## src/core/fnp_regs.vh

```
// Constants for the NaN propagation unit: formats, field positions, modes.
// Included by the unit's design file; holds definitions only.
`ifndef FNP_REGS_VH
`define FNP_REGS_VH

// Precision select codes.
`define FNP_PREC_SINGLE 2'h0
`define FNP_PREC_DOUBLE 2'h1
`define FNP_PREC_EXT    2'h2

// Execution mode codes.
`define FNP_MODE_STACK  1'h0
`define FNP_MODE_SIMD   1'h1

// Single precision layout in the low 32 bits.
`define FNP_SP_SIGN     31
`define FNP_SP_EXP_HI   30
`define FNP_SP_EXP_LO   23
`define FNP_SP_QBIT     22

// Double precision layout in the low 64 bits.
`define FNP_DP_SIGN     63
`define FNP_DP_EXP_HI   62
`define FNP_DP_EXP_LO   52
`define FNP_DP_QBIT     51

// Extended precision layout: explicit integer bit at 63.
`define FNP_EP_SIGN     79
`define FNP_EP_EXP_HI   78
`define FNP_EP_EXP_LO   64
`define FNP_EP_QBIT     62

// Result latency of the registered output stage, in cycles.
`define FNP_LATENCY     1

`endif

```

## src/core/fnp_nan_unit.v

```verilog
// NaN propagation and invalid-operation result selection for one operation.
// Assumes the pipeline presents both operands with a one-cycle valid pulse and
// supplies the invalid mask and execution mode alongside.
//
// What this block does
// [RL1] Unmasked invalid on SNaN: signal, suppress write
// [RL2] Quieting sets top fraction bit only
// [RL3] Masked SNaN sets invalid flag, delivers QNaN
// [RL4] Masked invalid, no NaNs: deliver indefinite
// [RL5] SNaN+QNaN: stack picks QNaN, SIMD first
// [RL6] Two SNaNs: stack larger significand, SIMD first
// [RL7] Two QNaNs: same choice, returned unchanged
// [RL8] SNaN with number: return quieted SNaN
// [RL9] QNaN with number: return QNaN unchanged
// [RL10] Single operand SNaN: return it quieted
// [RL11] Single operand QNaN: return it unchanged
// [RL12] Two selection policies chosen by mode
// [RL13] SIMD first source supplied on operand a
// [RL14] Payload bits preserved apart from quiet bit
// [RL15] One indefinite encoding per precision
// [RL16] NaN: exponent all ones, fraction non-zero
// [RL17] Top fraction bit set means quiet
// [RL18] Never output a signaling NaN
// [RL19] Indefinite: sign set, quiet bit only
// [RL20] Pipeline supplies mask, mode; honours suppress
`timescale 1ns/1ps
`include "fnp_regs.vh"

module fnp_nan_unit
#(
  parameter W = 80
)
(
  // Clock and reset
  input  wire         sys_clk,
  input  wire         reset,
  // Operation request
  input  wire         op_valid,
  input  wire [1:0]   op_prec,
  input  wire         op_mode,
  input  wire         op_unary,
  input  wire         op_invalid,
  input  wire         inv_mask,
  input  wire [W-1:0] src_a,
  input  wire [W-1:0] src_b,
  // Result
  output reg          res_valid,
  output reg          res_is_nan,
  output reg  [W-1:0] res_data,
  output reg          res_write,
  output reg          inv_flag,
  output reg          inv_trap
);

  // Per-precision classification of one operand.
  function [2:0] fnp_class; // {is_nan, is_snan, is_qnan}
    input [W-1:0] v;
    input [1:0]   prec;
    reg           nan;
    reg           q;
    begin
      nan = 1'b0;
      q   = 1'b0;
      case (prec)
        `FNP_PREC_SINGLE:
        begin
          nan = (&v[`FNP_SP_EXP_HI:`FNP_SP_EXP_LO]) && (|v[`FNP_SP_QBIT:0]); // RL16
          q   = v[`FNP_SP_QBIT]; // RL17
        end
        `FNP_PREC_DOUBLE:
        begin
          nan = (&v[`FNP_DP_EXP_HI:`FNP_DP_EXP_LO]) && (|v[`FNP_DP_QBIT:0]); // RL16
          q   = v[`FNP_DP_QBIT]; // RL17
        end
        default:
        begin
          // The integer bit is not part of the fraction, so it is not tested.
          nan = (&v[`FNP_EP_EXP_HI:`FNP_EP_EXP_LO]) && (|v[`FNP_EP_QBIT:0]); // RL16
          q   = v[`FNP_EP_QBIT]; // RL17
        end
      endcase
      fnp_class = {nan, nan & ~q, nan & q};
    end
  endfunction

  // Fraction field, plus the integer bit in extended, used for the larger-significand comparison.
  function [W-1:0] fnp_sig;
    input [W-1:0] v;
    input [1:0]   prec;
    begin
      fnp_sig = {W{1'b0}};
      case (prec)
        `FNP_PREC_SINGLE: fnp_sig[`FNP_SP_QBIT:0] = v[`FNP_SP_QBIT:0];
        `FNP_PREC_DOUBLE: fnp_sig[`FNP_DP_QBIT:0] = v[`FNP_DP_QBIT:0];
        default:          fnp_sig[`FNP_EP_EXP_LO-1:0] = v[`FNP_EP_EXP_LO-1:0];
      endcase
    end
  endfunction

  // Quieting touches the quiet bit alone, so sign, exponent and payload survive.
  function [W-1:0] fnp_quiet;
    input [W-1:0] v;
    input [1:0]   prec;
    begin
      fnp_quiet = v;
      case (prec)
        `FNP_PREC_SINGLE: fnp_quiet[`FNP_SP_QBIT] = 1'b1; // RL2 RL14
        `FNP_PREC_DOUBLE: fnp_quiet[`FNP_DP_QBIT] = 1'b1; // RL2 RL14
        default:          fnp_quiet[`FNP_EP_QBIT] = 1'b1; // RL2 RL14
      endcase
    end
  endfunction

  // Exactly one indefinite encoding per precision; upper bits read zero.
  function [W-1:0] fnp_indef;
    input [1:0] prec;
    begin
      fnp_indef = {W{1'b0}};
      case (prec)
        `FNP_PREC_SINGLE:
        begin
          fnp_indef[`FNP_SP_SIGN]                  = 1'b1; // RL19
          fnp_indef[`FNP_SP_EXP_HI:`FNP_SP_EXP_LO] = {8{1'b1}};
          fnp_indef[`FNP_SP_QBIT]                  = 1'b1; // RL15
        end
        `FNP_PREC_DOUBLE:
        begin
          fnp_indef[`FNP_DP_SIGN]                  = 1'b1; // RL19
          fnp_indef[`FNP_DP_EXP_HI:`FNP_DP_EXP_LO] = {11{1'b1}};
          fnp_indef[`FNP_DP_QBIT]                  = 1'b1; // RL15
        end
        default:
        begin
          fnp_indef[`FNP_EP_SIGN]                  = 1'b1; // RL19
          fnp_indef[`FNP_EP_EXP_HI:`FNP_EP_EXP_LO] = {15{1'b1}};
          fnp_indef[`FNP_EP_EXP_LO-1]              = 1'b1;
          fnp_indef[`FNP_EP_QBIT]                  = 1'b1; // RL15
        end
      endcase
    end
  endfunction

  wire [2:0]   cls_a = fnp_class(src_a, op_prec);
  wire [2:0]   cls_b = fnp_class(src_b, op_prec);
  wire         a_nan = cls_a[2];
  wire         a_sn  = cls_a[1];
  wire         a_qn  = cls_a[0];
  // A unary operation ignores operand b entirely.
  wire         b_nan = cls_b[2] & ~op_unary;
  wire         b_sn  = cls_b[1] & ~op_unary;
  wire         b_qn  = cls_b[0] & ~op_unary;
  wire         any_sn  = a_sn | b_sn;
  wire         any_nan = a_nan | b_nan;
  wire         a_larger = fnp_sig(src_a, op_prec) >= fnp_sig(src_b, op_prec);

  reg  [W-1:0] next_data;
  reg          next_nan;
  reg          next_inv;

  // Result selection.
  always @*
  begin
    next_data = {W{1'b0}};
    next_nan  = 1'b0;
    next_inv  = any_sn | (op_invalid & ~any_nan);
    if (a_nan && b_nan)
    begin
      next_nan = 1'b1;
      if (op_mode == `FNP_MODE_SIMD) // RL12
      begin
        // Operand a carries the first source in every SIMD form.
        next_data = fnp_quiet(src_a, op_prec); // RL5 RL6 RL7 RL13
      end
      else if (a_sn != b_sn)
      begin
        next_data = a_qn ? src_a : src_b; // RL5
      end
      else
      begin
        // Equal significands tie toward operand a.
        next_data = fnp_quiet(a_larger ? src_a : src_b, op_prec); // RL6 RL7
      end
    end
    else if (a_nan)
    begin
      next_nan  = 1'b1;
      next_data = fnp_quiet(src_a, op_prec); // RL8 RL9 RL10 RL11 RL18
    end
    else if (b_nan)
    begin
      next_nan  = 1'b1;
      next_data = fnp_quiet(src_b, op_prec); // RL8 RL9 RL18
    end
    else if (op_invalid)
    begin
      next_nan  = 1'b1;
      next_data = fnp_indef(op_prec); // RL4
    end
  end

  // Registered result stage.
  always @(posedge sys_clk)
  begin
    if (reset)
    begin
      res_valid  <= 1'b0;
      res_is_nan <= 1'b0;
      res_data   <= {W{1'b0}};
      res_write  <= 1'b0;
      inv_flag   <= 1'b0;
      inv_trap   <= 1'b0;
    end
    else
    begin
      res_valid  <= op_valid;
      res_is_nan <= op_valid & next_nan;
      if (op_valid)
      begin
        res_data <= next_data;
      end
      // The write is held off on a trap so the destination keeps its old value.
      res_write  <= op_valid & ~(next_inv & ~inv_mask); // RL1 RL20
      inv_flag   <= op_valid & next_inv & inv_mask; // RL3
      inv_trap   <= op_valid & next_inv & ~inv_mask; // RL1
    end
  end

endmodule

```

## config.mk

```make
export PLATFORM = sky130hd
export DESIGN_NAME = fnp_nan_unit
export DESIGN_NICKNAME = d
export VERILOG_FILES = /design/src/core/fnp_nan_unit.v
export VERILOG_INCLUDE_DIRS = /design/src /design/src/core
export SDC_FILE = /design/constraint.sdc
export NUM_CORES = 1
export LEC_CHECK = 0
export ABC_CLOCK_PERIOD_IN_PS = 4870
export BUFFER_PORTS_ARGS = -buffer_cell sky130_fd_sc_hd__buf_2
export CAP_MARGIN = 20
export CORE_MARGIN = 4
export CORE_UTILIZATION = 40
export DETAILED_ROUTE_END_ITERATION = 7
export PLACE_DENSITY = 0.67
export SKIP_CTS_REPAIR_TIMING = 1
export SYNTH_ARGS = -nofsm -noshare
export SYNTH_HDL_FRONTEND = slang
export SYNTH_SLANG_ARGS = --single-unit
```

## constraint.sdc

```tcl
create_clock -name sys_clk -period 4.87 [get_ports sys_clk]
set_clock_uncertainty 0.15 [all_clocks]
set_input_delay 0.487 -clock sys_clk [delete_from_list [all_inputs] [get_ports sys_clk]]
set_output_delay 0.487 -clock sys_clk [all_outputs]
set_load 0.05 [all_outputs]
```

After elaboration in Yosys (flattened, before gate mapping)
Index checks and enable logic that the tools add are counted.
{"block": "classes", "bitwise_logic": 21, "shift": 0, "n_lt_le_gt_ge": 1, "n_div": 0, "reduce_logical": 21, "mux": 33, "addsub": 0, "eq_ne": 2, "mul": 0}
{"op": "80-bit 2-to-1 mux", "count": 8}
{"op": "63-bit OR reduction", "count": 2}
{"op": "52-bit OR reduction", "count": 2}
{"op": "64-bit >= comparator", "count": 1}
{"op": "29-bit 2-to-1 mux", "count": 2}
{"op": "23-bit OR reduction", "count": 2}
{"op": "15-bit AND reduction", "count": 2}
{"op": "12-bit 2-to-1 mux", "count": 2}
{"op": "11-bit AND reduction", "count": 2}
{"op": "16-bit 2-to-1 mux", "count": 1}
{"op": "8-bit AND reduction", "count": 2}
{"op": "1-bit 2-to-1 mux", "count": 13}
{"op": "1-bit AND", "count": 12}
{"op": "11-bit 2-to-1 mux", "count": 1}
{"op": "10-bit 2-to-1 mux", "count": 1}
{"op": "1-bit one-hot mux with 2 select lines", "count": 4}
{"op": "1-bit logical AND", "count": 7}
{"op": "1-bit NOT", "count": 6}
{"op": "1-bit bitwise OR", "count": 3}
{"op": "2-bit by 1-bit == test with 1-bit output (second input constant)", "count": 1}
{"op": "2-bit zero test", "count": 1}
{"op": "2-bit 2-to-1 mux", "count": 1}
{"op": "2-bit OR reduction", "count": 1}
{"op": "1-bit != test", "count": 1}
{"block": "totals", "mem_bits_rw": 0, "memories": 0, "ff_bits": 85, "rom_bits": 0, "input_bits": 169, "latchBits": 0}

Longest topological paths before layout
Gate-level depths: netlist (run 1).
{"block": "logic_depth", "ltp_word": 11, "mapped_depth": 19}

Least setup slack after synthesis (run 1)
No wires, ideal clock.
{"block": "synth_path", "kind": "input-to-reg", "start": "input port op_prec[1]", "end": "register res_data[0]", "setup_slack_ps": 502, "required_time_ps": 4598, "path_stages": 17, "arrival_ps": 4096, "path_buffers": 5, "path_cell_list": "clkbuf_1 -> or2_0 -> clkbuf_1 -> clkbuf_1 -> nand2_1 -> ha_1 -> a41o_1 -> a21oi_1 -> nor4_1 -> or4_1 -> a21oi_1 -> a31oi_1 -> o21a_1 -> nor2b_1 -> buf_2 -> buf_4 -> a221o_1"}
{"block": "synth_via", "elab_chain_len": 9, "elab_cells_between_ends": 28, "cone_classes": "1 x order compare; 2 x eq/ne; 15 x mux; 7 x bitwise; 3 x reduce/logical"}
{"item": "start: declaration", "line": "fnp_nan_unit.v:39", "rtl": "input wire [1:0] op_prec,"}
{"item": "branches (longest 8 deep; another with 64-bit >= comparator)"}
{"item": "80-bit 2-to-1 mux *", "line": "fnp_nan_unit.v:166", "rtl": "if (a_nan && b_nan)"}
{"item": "end signal: assignment", "line": "fnp_nan_unit.v:208", "rtl": "res_data <= {W{1'b0}};"}
{"item": "end signal: assignment", "line": "fnp_nan_unit.v:219", "rtl": "res_data <= next_data;"}
{"item": "end: declaration", "line": "fnp_nan_unit.v:49", "rtl": "output reg [W-1:0] res_data,"}
Mark *: on every way between the ends.
A chain may end at the register's enable or synchronous reset.

Final worst setup path (run 1)
{"block": "layout_path", "start": "input port op_prec[1]", "end": "register res_data[45]"}
The elaborated chain is that of the path after synthesis.

==> flow_summary.json, run 1 <==
{
  "cts_made_buffers": 9,
  "num_rows": 47,
  "synth.avg_cell_area_um2": 7.656,
  "pin_count": 254,
  "dp_hpwl_mm": 18.51,
  "place.gp.congestion": 0.8730,
  "cap_viol_max_count": 0,
  "netlist_area_mm2": 0.006760,
  "timing.final.crit_share_pct": 84.15,
  "layout.nets": 1347,
  "holdCritStartpoint": "src_b[13]",
  "wire_per_inst_um": 17.76,
  "synth-main-ff-cell": "dfxtp_1",
  "p_leak_nw": 4.175,
  "reg2reg_slack_ps": 3720,
  "period_needed_ps": 4098,
  "yosysTopAreaCellShare_pct": 25.17,
  "start_util_pct": 40.77,
  "cp_slowest_cell": "o41ai_1",
  "cp.required_ps": 5010,
  "grt-ovfl-total": 0,
  "power.density_mw_per_mm2": 259.5,
  "reg2reg_depth": 3,
  "port_buffers": 253,
  "rsz0062_at_grt": "no",
  "worstSkewPairLatency_ps": 350,
  "outcome": "complete, no violations",
  "via_count": 7593,
  "routed_wl_mm": 23.78,
  "synth_top_area_cell": "dfxtp_1",
  "final_common_cell": "buf_2",
  "drt-pass1-iter-count": 5,
  "synthCells": 883,
  "grt_pass1_wl_mm": 38.07,
  "synth_nets": 1117,
  "cp_max_fo": 41,
  "htreeDepth": 3,
  "cts_sinks": 85,
  "layout_common_cells": "buf_2, nand2_1, dfxtp_1",
  "synth_seq_cells": 85,
  "hold_viol_final": 0,
  "syn2layout_area_growth_pct": 25.74,
  "hp-class": "in2reg",
  "layout_setup_ws_ps": 772.0,
  "setup_tns_ps": 0,
  "coreArea_mm2": 0.01658,
  "grt_pass1_vias": 7345,
  "hold-path-cell-count": 2,
  "antenna_found_initial": 1,
  "ant_nets": 0,
  "cts-root-buf": "clkbuf_16",
  "synth_cell_type_count": 64,
  "dp_slack_ps": 486.0,
  "worstMarginPinSlew_ps": 752.8,
  "r2r-end": "res_data[51]",
  "cts_tree": "done",
  "path_clk_slew_ps": 70,
  "setup_viol": 0,
  "drc": 0,
  "yosysSeqAreaShare_pct": 25.17,
  "max_stage_delay_ps": 710,
  "cp-start-kind": "primary input",
  "crit_family": "compound AO/OA/AOI/OAI gates",
  "grt_max_degree": 42,
  "grt_usage_pct": 24.05,
  "async_flop_share_pct": 0,
  "dr.first_iter.drc_count": 484,
  "ir_drop_v": 0.0001756,
  "arrival_ps": 4240,
  "synth_area_leaders": "dfxtp_1, ha_1, and2_1",
  "r2r-start": "res_data[51]",
  "die_w_um": 138,
  "worst-path-buf-inv": 4,
  "slew_headroom_pct": 49.16,
  "vias_per_cell": 5.671,
  "timing.fmax_mhz": 244.0,
  "dieArea_mm2": 0.01904,
  "drive_above_1_share_pct": 27.22,
  "min_to": "res_data[13]",
  "synth_edf_count": 0,
  "die_h_um": 138,
  "yosysWarningCount": 0,
  "critical_path.cell_chain": "buf_2 > buf_4 > nand4_1 > o41ai_1 > o221ai_2 > nand2b_1 > ha_1 > clkinv_1 > nor2_1 > and2_1 > o21ai_2 > o21ai_2 > and2_1 > buf_4 > a221o_1",
  "critPathKind": "in2reg",
  "slew_viol_final": 0,
  "cts_buffer_depth": 2,
  "cp-end-kind": "register"
}
==> flip-flops by register name (all words and copies together), names as in the netlist <==
name / cells
res_valid: 1
inv_flag: 1
inv_trap: 1
res_write: 1
res_is_nan: 1
res_data: 80
==> worst max path at each step <==
stage                    start  slack [ps]            to  depth (start not counted)
finish              op_prec[1]         770  res_data[45]                         15
global route        op_prec[0]         460  res_data[48]                         17
CTS                 op_prec[0]         840  res_data[35]                         17
detailed placement  op_prec[0]         490  res_data[19]                         17
global placement    op_prec[0]         540  res_data[48]                         17
floorplan           op_prec[1]         500   res_data[0]                         17
==> routing by layer <==
metal | GRT usage [%] | wire [µm] | vias up
li1 | - | - | 3739
met1 | 32.21 | 10660 | 3516
met2 | 39.18 | 11020 | 294
met3 | 4.903 | 1649 | 44
met4 | 7.280 | 450 | 0
met5 | 0 | 0 | -
==> per-stage QoR <==
step	util (%)	hold WS [ps]	instances	instance area (µm²)	total power (W)
after floorplan	-	461.1	883	6760	0.001217
after global placement	49.25	287.1	1321	8168	0.001453
after detailed placement	49.25	294.2	1321	8168	0.001459
after CTS	51.14	220.9	1336	8481	0.002219
after global routing	51.24	224.5	1338	8498	0.002318
final	51.26	234.6	1339	8501	0.002206
==> Yosys cell counts (all sizes together) (2+ instances only) <==
library cell	count
a21oi	59
or3b	10
or4	4
a2bb2oi	2
a31o	2
o211ai	10
nor3	14
a211oi	3
clkbuf	32
a41o	2
a311oi	3
nand3	40
mux2i	2
a21o	22
o2111ai	3
nand2	130
and2	83
nor4	32
o221ai	3
o22ai	2
a221o	41
and3	4
nand4	34
a31oi	11
and4	2
o31a	3
nor2b	4
nor2	61
dfxtp	85
nand2b	4
buf	18
ha	65
o21ai	19
clkinv	2
o21a	6
o31ai	17
inv	33
o41ai	4
==> final cells by class <==
| type | instances | area [µm²] |
|---|---|---|
| diodes | 2 | 5.005 |
| clock buffers | 9 | 225.2 |
| clock inverters | 6 | 87.58 |
| fillers | 1705 | 8083 |
| inverters | 35 | 131.4 |
| multi-input cells | 713 | 4681 |
| flip-flops and latches | 85 | 1702 |
| well taps | 220 | 275.3 |
| repair buffers | 269 | 1394 |
==> cells by family after synthesis <==
logic type      share of synthesized area [%]
fa+ha+maj                               12.03
compound gates                          24.15
mux                                    0.4627
simple gates                            32.41
flops                                   25.17
buf+inv                                 5.775
==> power by group <==
group          switching [W]  total [W]  internal, W
clock               0.000307   0.000755     0.000448
sequential         0.0000192   0.000756     0.000737
combinational       0.000460   0.000694     0.000234
total               0.000787    0.00221      0.00142
No activity file was read; power rests on OpenSTA's default activity.
==> inputs of run 2 (changes only) <==
- ABC_CLOCK_PERIOD_IN_PS: 4870 -> 3800
- clock period: 4.87 -> 3.8 ns (I/O delays scaled with it)
==> run 2 against run 1 <==
Against the previous run:
- cell count grew 6.1%
- worst setup slack lost 510 ps
- clock-buffer cell count grew 4
- sequential cell count is the same
- critical path depth shrank 2
- largest cell class unchanged
==> flow_summary.json, run 2 (same netlist as run 1, synthesis figures left out) <==
{
  "timing.fmax_mhz": 282.7,
  "antenna_found_initial": 2,
  "dp_cells": 1404,
  "cts_tree": "done",
  "cp_max_fo": 20,
  "path_clk_slew_ps": 60,
  "multi_input_comb_area_mm2": 0.004731,
  "ir_drop_v": 0.0002072,
  "timing.final.crit_share_pct": 93.10,
  "critical_path.cell_chain": "buf_2 > nor4_1 > nand4_1 > or4_1 > o221ai_2 > nand2b_1 > ha_4 > nand2_1 > inv_1 > a31oi_1 > o21a_1 > nor2b_4 > a221o_1",
  "worst-path-buf-inv": 2,
  "total_power_w": 0.002783,
  "coreArea_mm2": 0.01658,
  "cts-root-buf": "clkbuf_16",
  "arrival_ps": 3670,
  "worstSkewPairLatency_ps": 340,
  "cp-end-kind": "register",
  "layout.nets": 1430,
  "layout_common_cells": "buf_2, nand2_1, buf_4",
  "final_area_mm2": 0.009180,
  "crit_family": "simple AND/OR/NAND/NOR gates",
  "largest_register_ffs": 80,
  "die_w_um": 138,
  "htreeDepth": 3,
  "dr.first_iter.drc_count": 468,
  "cts_sinks": 85,
  "die_h_um": 138,
  "antennaDiodeCount": 0,
  "via_count": 7873,
  "place.gp.congestion": 0.9140,
  "drc": 0,
  "worstMarginPinSlew_ps": 881.6,
  "grt-ovfl-total": 0,
  "hold_ws_ps": 130.2,
  "syn2layout_area_growth_pct": 35.79,
  "slew_headroom_pct": 41.09,
  "setup_viol": 0,
  "max_stage_delay_ps": 620,
  "dp_hpwl_mm": 19.37,
  "num_rows": 47,
  "port_buffers": 253,
  "grt_pass1_wl_mm": 38.74,
  "period_needed_ps": 3538,
  "rsz0062_at_grt": "no",
  "grt_pass1_vias": 7719,
  "critPathKind": "in2reg",
  "grt_max_degree": 42,
  "slew_viol_final": 0,
  "cap_viol_max_count": 0,
  "drt-pass1-iter-count": 5,
  "ant_nets": 0,
  "pin_count": 254,
  "final_common_cell": "buf_2",
  "hold_viol_final": 0,
  "cts_buffer_depth": 2,
  "p_leak_nw": 4.576,
  "power.density_mw_per_mm2": 303.2,
  "routed_wl_mm": 23.98,
  "fin_cells": 1421,
  "grt_usage_pct": 24.19,
  "top_register": "res_data",
  "vias_per_cell": 5.540,
  "cp_slowest_cell": "or4_1",
  "wire_per_inst_um": 16.87,
  "drive_above_1_share_pct": 32.56,
  "dieArea_mm2": 0.01904,
  "cp-start-kind": "primary input",
  "seq_area_mm2": 0.001702,
  "cp.required_ps": 3940,
  "start_util_pct": 40.77,
  "outcome": "complete, no violations",
  "hp-class": "in2reg",
  "cts_made_buffers": 9,
  "fillers": 1648,
  "final_util_pct": 55.36,
  "placed_cell_area_mm2": 0.008882
}
-- run 2: report_power, final --
part | switching (W) | internal [W] | total, W
combinational | 0.000604 | 0.000363 | 0.000967
sequential | 0.0000254 | 0.000945 | 0.000970
clock | 0.000367 | 0.000478 | 0.000846
-- run 2: worst register-to-register path, delay by kind of cell, from the launching register on --
| kind | cells | cell delay, ps |
|---|---|---|
| and+or+nand+nor | 1 | 60 |
| AOI/OAI and AO/OA | 2 | 500 |
| DFF | 1 | 310 |
-- run 2: per-stage QoR --
step	TNS (ps)	worst slack, ps
after CTS	0	32.05
after detailed placement	-13660	-331.7
final	0	262.3
after global routing	0	19.74
after global placement	-10030	-235.2
after floorplan	-3643	-89.20
-- run 2: per-layer routing --
layer  part of all wire (%)  global-route usage [%]
met1                     44                   31.91
met2                     47                   40.31
met3                    6.9                   4.351
met4                    2.1                   7.644
met5                  0.029                       0
-- run 2: path summary, 6_finish.rpt --
check,depth (start not counted),end,slack [ps],startpoint
worst max-delay path,13,res_data[50],260,src_a[17]
worst min-delay path,2,inv_flag,130,inv_mask
worst max register to register,3,res_data[51],2670,res_data[51]
worst min register to register,2,res_data[52],300,res_data[52]
-- run 2: layout make-up --
class	instances	share of cell area [%]
Clock buffer	13	2.835
Clock inverter	3	0.2181
Inverter	35	1.486
Multi-Input combinational cell	714	51.53
Sequential cell	85	18.54
Tap cell	220	2.999
Timing Repair Buffer	351	22.39
==> inputs of run 3 (changes only) <==
- ABC_CLOCK_PERIOD_IN_PS: 3800 -> 4500
- clock period: 3.8 -> 4.5 ns (I/O delays scaled with it)
==> run 3 against run 2 <==
Against the previous run:
- design area shrank 6.6%
- sequential power shrank 16%
- critical path depth grew 2
- die area is the same
- cell count shrank 5.3%
- highest routed layer unchanged
==> flow_summary.json, run 3 (same netlist as run 1, synthesis figures left out) <==
{
  "hold_viol_final": 0,
  "port_buffers": 253,
  "cp-start-kind": "primary input",
  "place.gp.congestion": 0.8927,
  "syn2layout_area_growth_pct": 26.80,
  "layout_common_cells": "buf_2, nand2_1, dfxtp_1",
  "cap_viol_max_count": 0,
  "worstMarginPinSlew_ps": 624.9,
  "hp-class": "in2reg",
  "use_met2_pct": 39.23,
  "htreeDepth": 3,
  "vias_per_cell": 5.621,
  "timing.final.crit_share_pct": 88.73,
  "cp-end-kind": "register",
  "dr.first_iter.drc_count": 441,
  "grt_pass1_vias": 7335,
  "outcome": "complete, no violations",
  "die_h_um": 138,
  "arrival_ps": 4080,
  "path_clk_slew_ps": 60,
  "multi_input_comb_area_mm2": 0.004681,
  "pin_count": 254,
  "cp.required_ps": 4580,
  "top_register": "res_data",
  "dp_slack_ps": 222.5,
  "start_util_pct": 40.77,
  "hold-path-cell-count": 2,
  "setup_viol": 0,
  "die_w_um": 138,
  "timing.fmax_mhz": 250.4,
  "layout.nets": 1354,
  "ir_drop_v": 0.0001800,
  "critPathKind": "in2reg",
  "drt-pass1-iter-count": 5,
  "period_needed_ps": 3993,
  "coreArea_mm2": 0.01658,
  "grt.busiest_layer": "met2",
  "dp_hpwl_mm": 18.68,
  "num_rows": 47,
  "p_leak_nw": 4.209,
  "wire_per_inst_um": 17.58,
  "final_area_mm2": 0.008572,
  "final_common_cell": "buf_2",
  "cts_buffer_depth": 2,
  "cts-root-buf": "clkbuf_16",
  "seq_area_mm2": 0.001702,
  "final_util_pct": 51.69,
  "grt_usage_pct": 23.99,
  "cts_sinks": 85,
  "cts_tree": "done",
  "grt-ovfl-total": 0,
  "via_count": 7566,
  "drive_above_1_share_pct": 27.58,
  "fin_cells": 1346,
  "placed_cell_area_mm2": 0.008253,
  "fillers": 1685,
  "use_met1_pct": 31.64,
  "setup_tns_ps": 0,
  "drc": 0,
  "largest_register_ffs": 80,
  "met3_usage_pct": 4.558,
  "slew_headroom_pct": 58.34,
  "routed_wl_mm": 23.67,
  "cp_max_fo": 41,
  "rsz0062_at_grt": "no",
  "power.density_mw_per_mm2": 278.6,
  "grt_max_degree": 42,
  "layout_setup_ws_ps": 507.1,
  "worstSkewPairLatency_ps": 350,
  "antenna_found_initial": 2,
  "ant_nets": 0,
  "reg2reg_depth": 3,
  "dieArea_mm2": 0.01904,
  "cts_made_buffers": 9,
  "slew_viol_final": 0,
  "dp_cells": 1329,
  "grt_pass1_wl_mm": 38.26
}
-- run 3: path summary, 6_finish.rpt --
check | startpoint | to | slack, ps
min reg2reg | res_data[55] | res_data[55] | 300
max reg2reg | res_data[51] | res_data[51] | 3360
min | inv_mask | inv_flag | 190
max | op_prec[0] | res_data[48] | 510
-- run 3: critical path, cell delays in order --
cell     delay, ps
buf_2          140
or2_1          330
buf_12         210
and2_1         170
ha_1           320
a21oi_1        150
nand2_1         60
a22o_1         220
or4_1          440
a21oi_1        410
a31oi_1        200
o21a_1         260
nor2b_2        180
buf_12         190
a221o_1        310
-- run 3: layout make-up --
class                   instances  share of cell area, %
clock inverters                 5                 0.9926
well taps                     220                  3.211
clock buffers                  10                  2.671
diodes                          2                0.05839
multi-input cells             713                  54.61
inverters                      35                  1.533
flip-flops and latches         85                  19.85
repair buffers                276                  17.08
-- run 3: routing by layer --
layer  vias to the layer above  wire length (µm)
met2                       292             10950
met3                        40              1627
met1                      3486             10460
met4                         2               622
met5                         -                 7
li1                       3746                 -
-- run 3: metrics by stage --
step	total power [W]	hold slack, ps
after global placement	0.001581	286.3
after floorplan	0.001317	424.1
after global routing	0.002510	201.5
after CTS	0.002410	180.3
final	0.002388	189.7
after detailed placement	0.001586	289.8
-- run 3: where the power goes --
part           switching, W  internal (W)  total, W
Combinational      0.000498      0.000257  0.000755
Sequential        0.0000204      0.000798  0.000818
Clock              0.000328      0.000487  0.000815
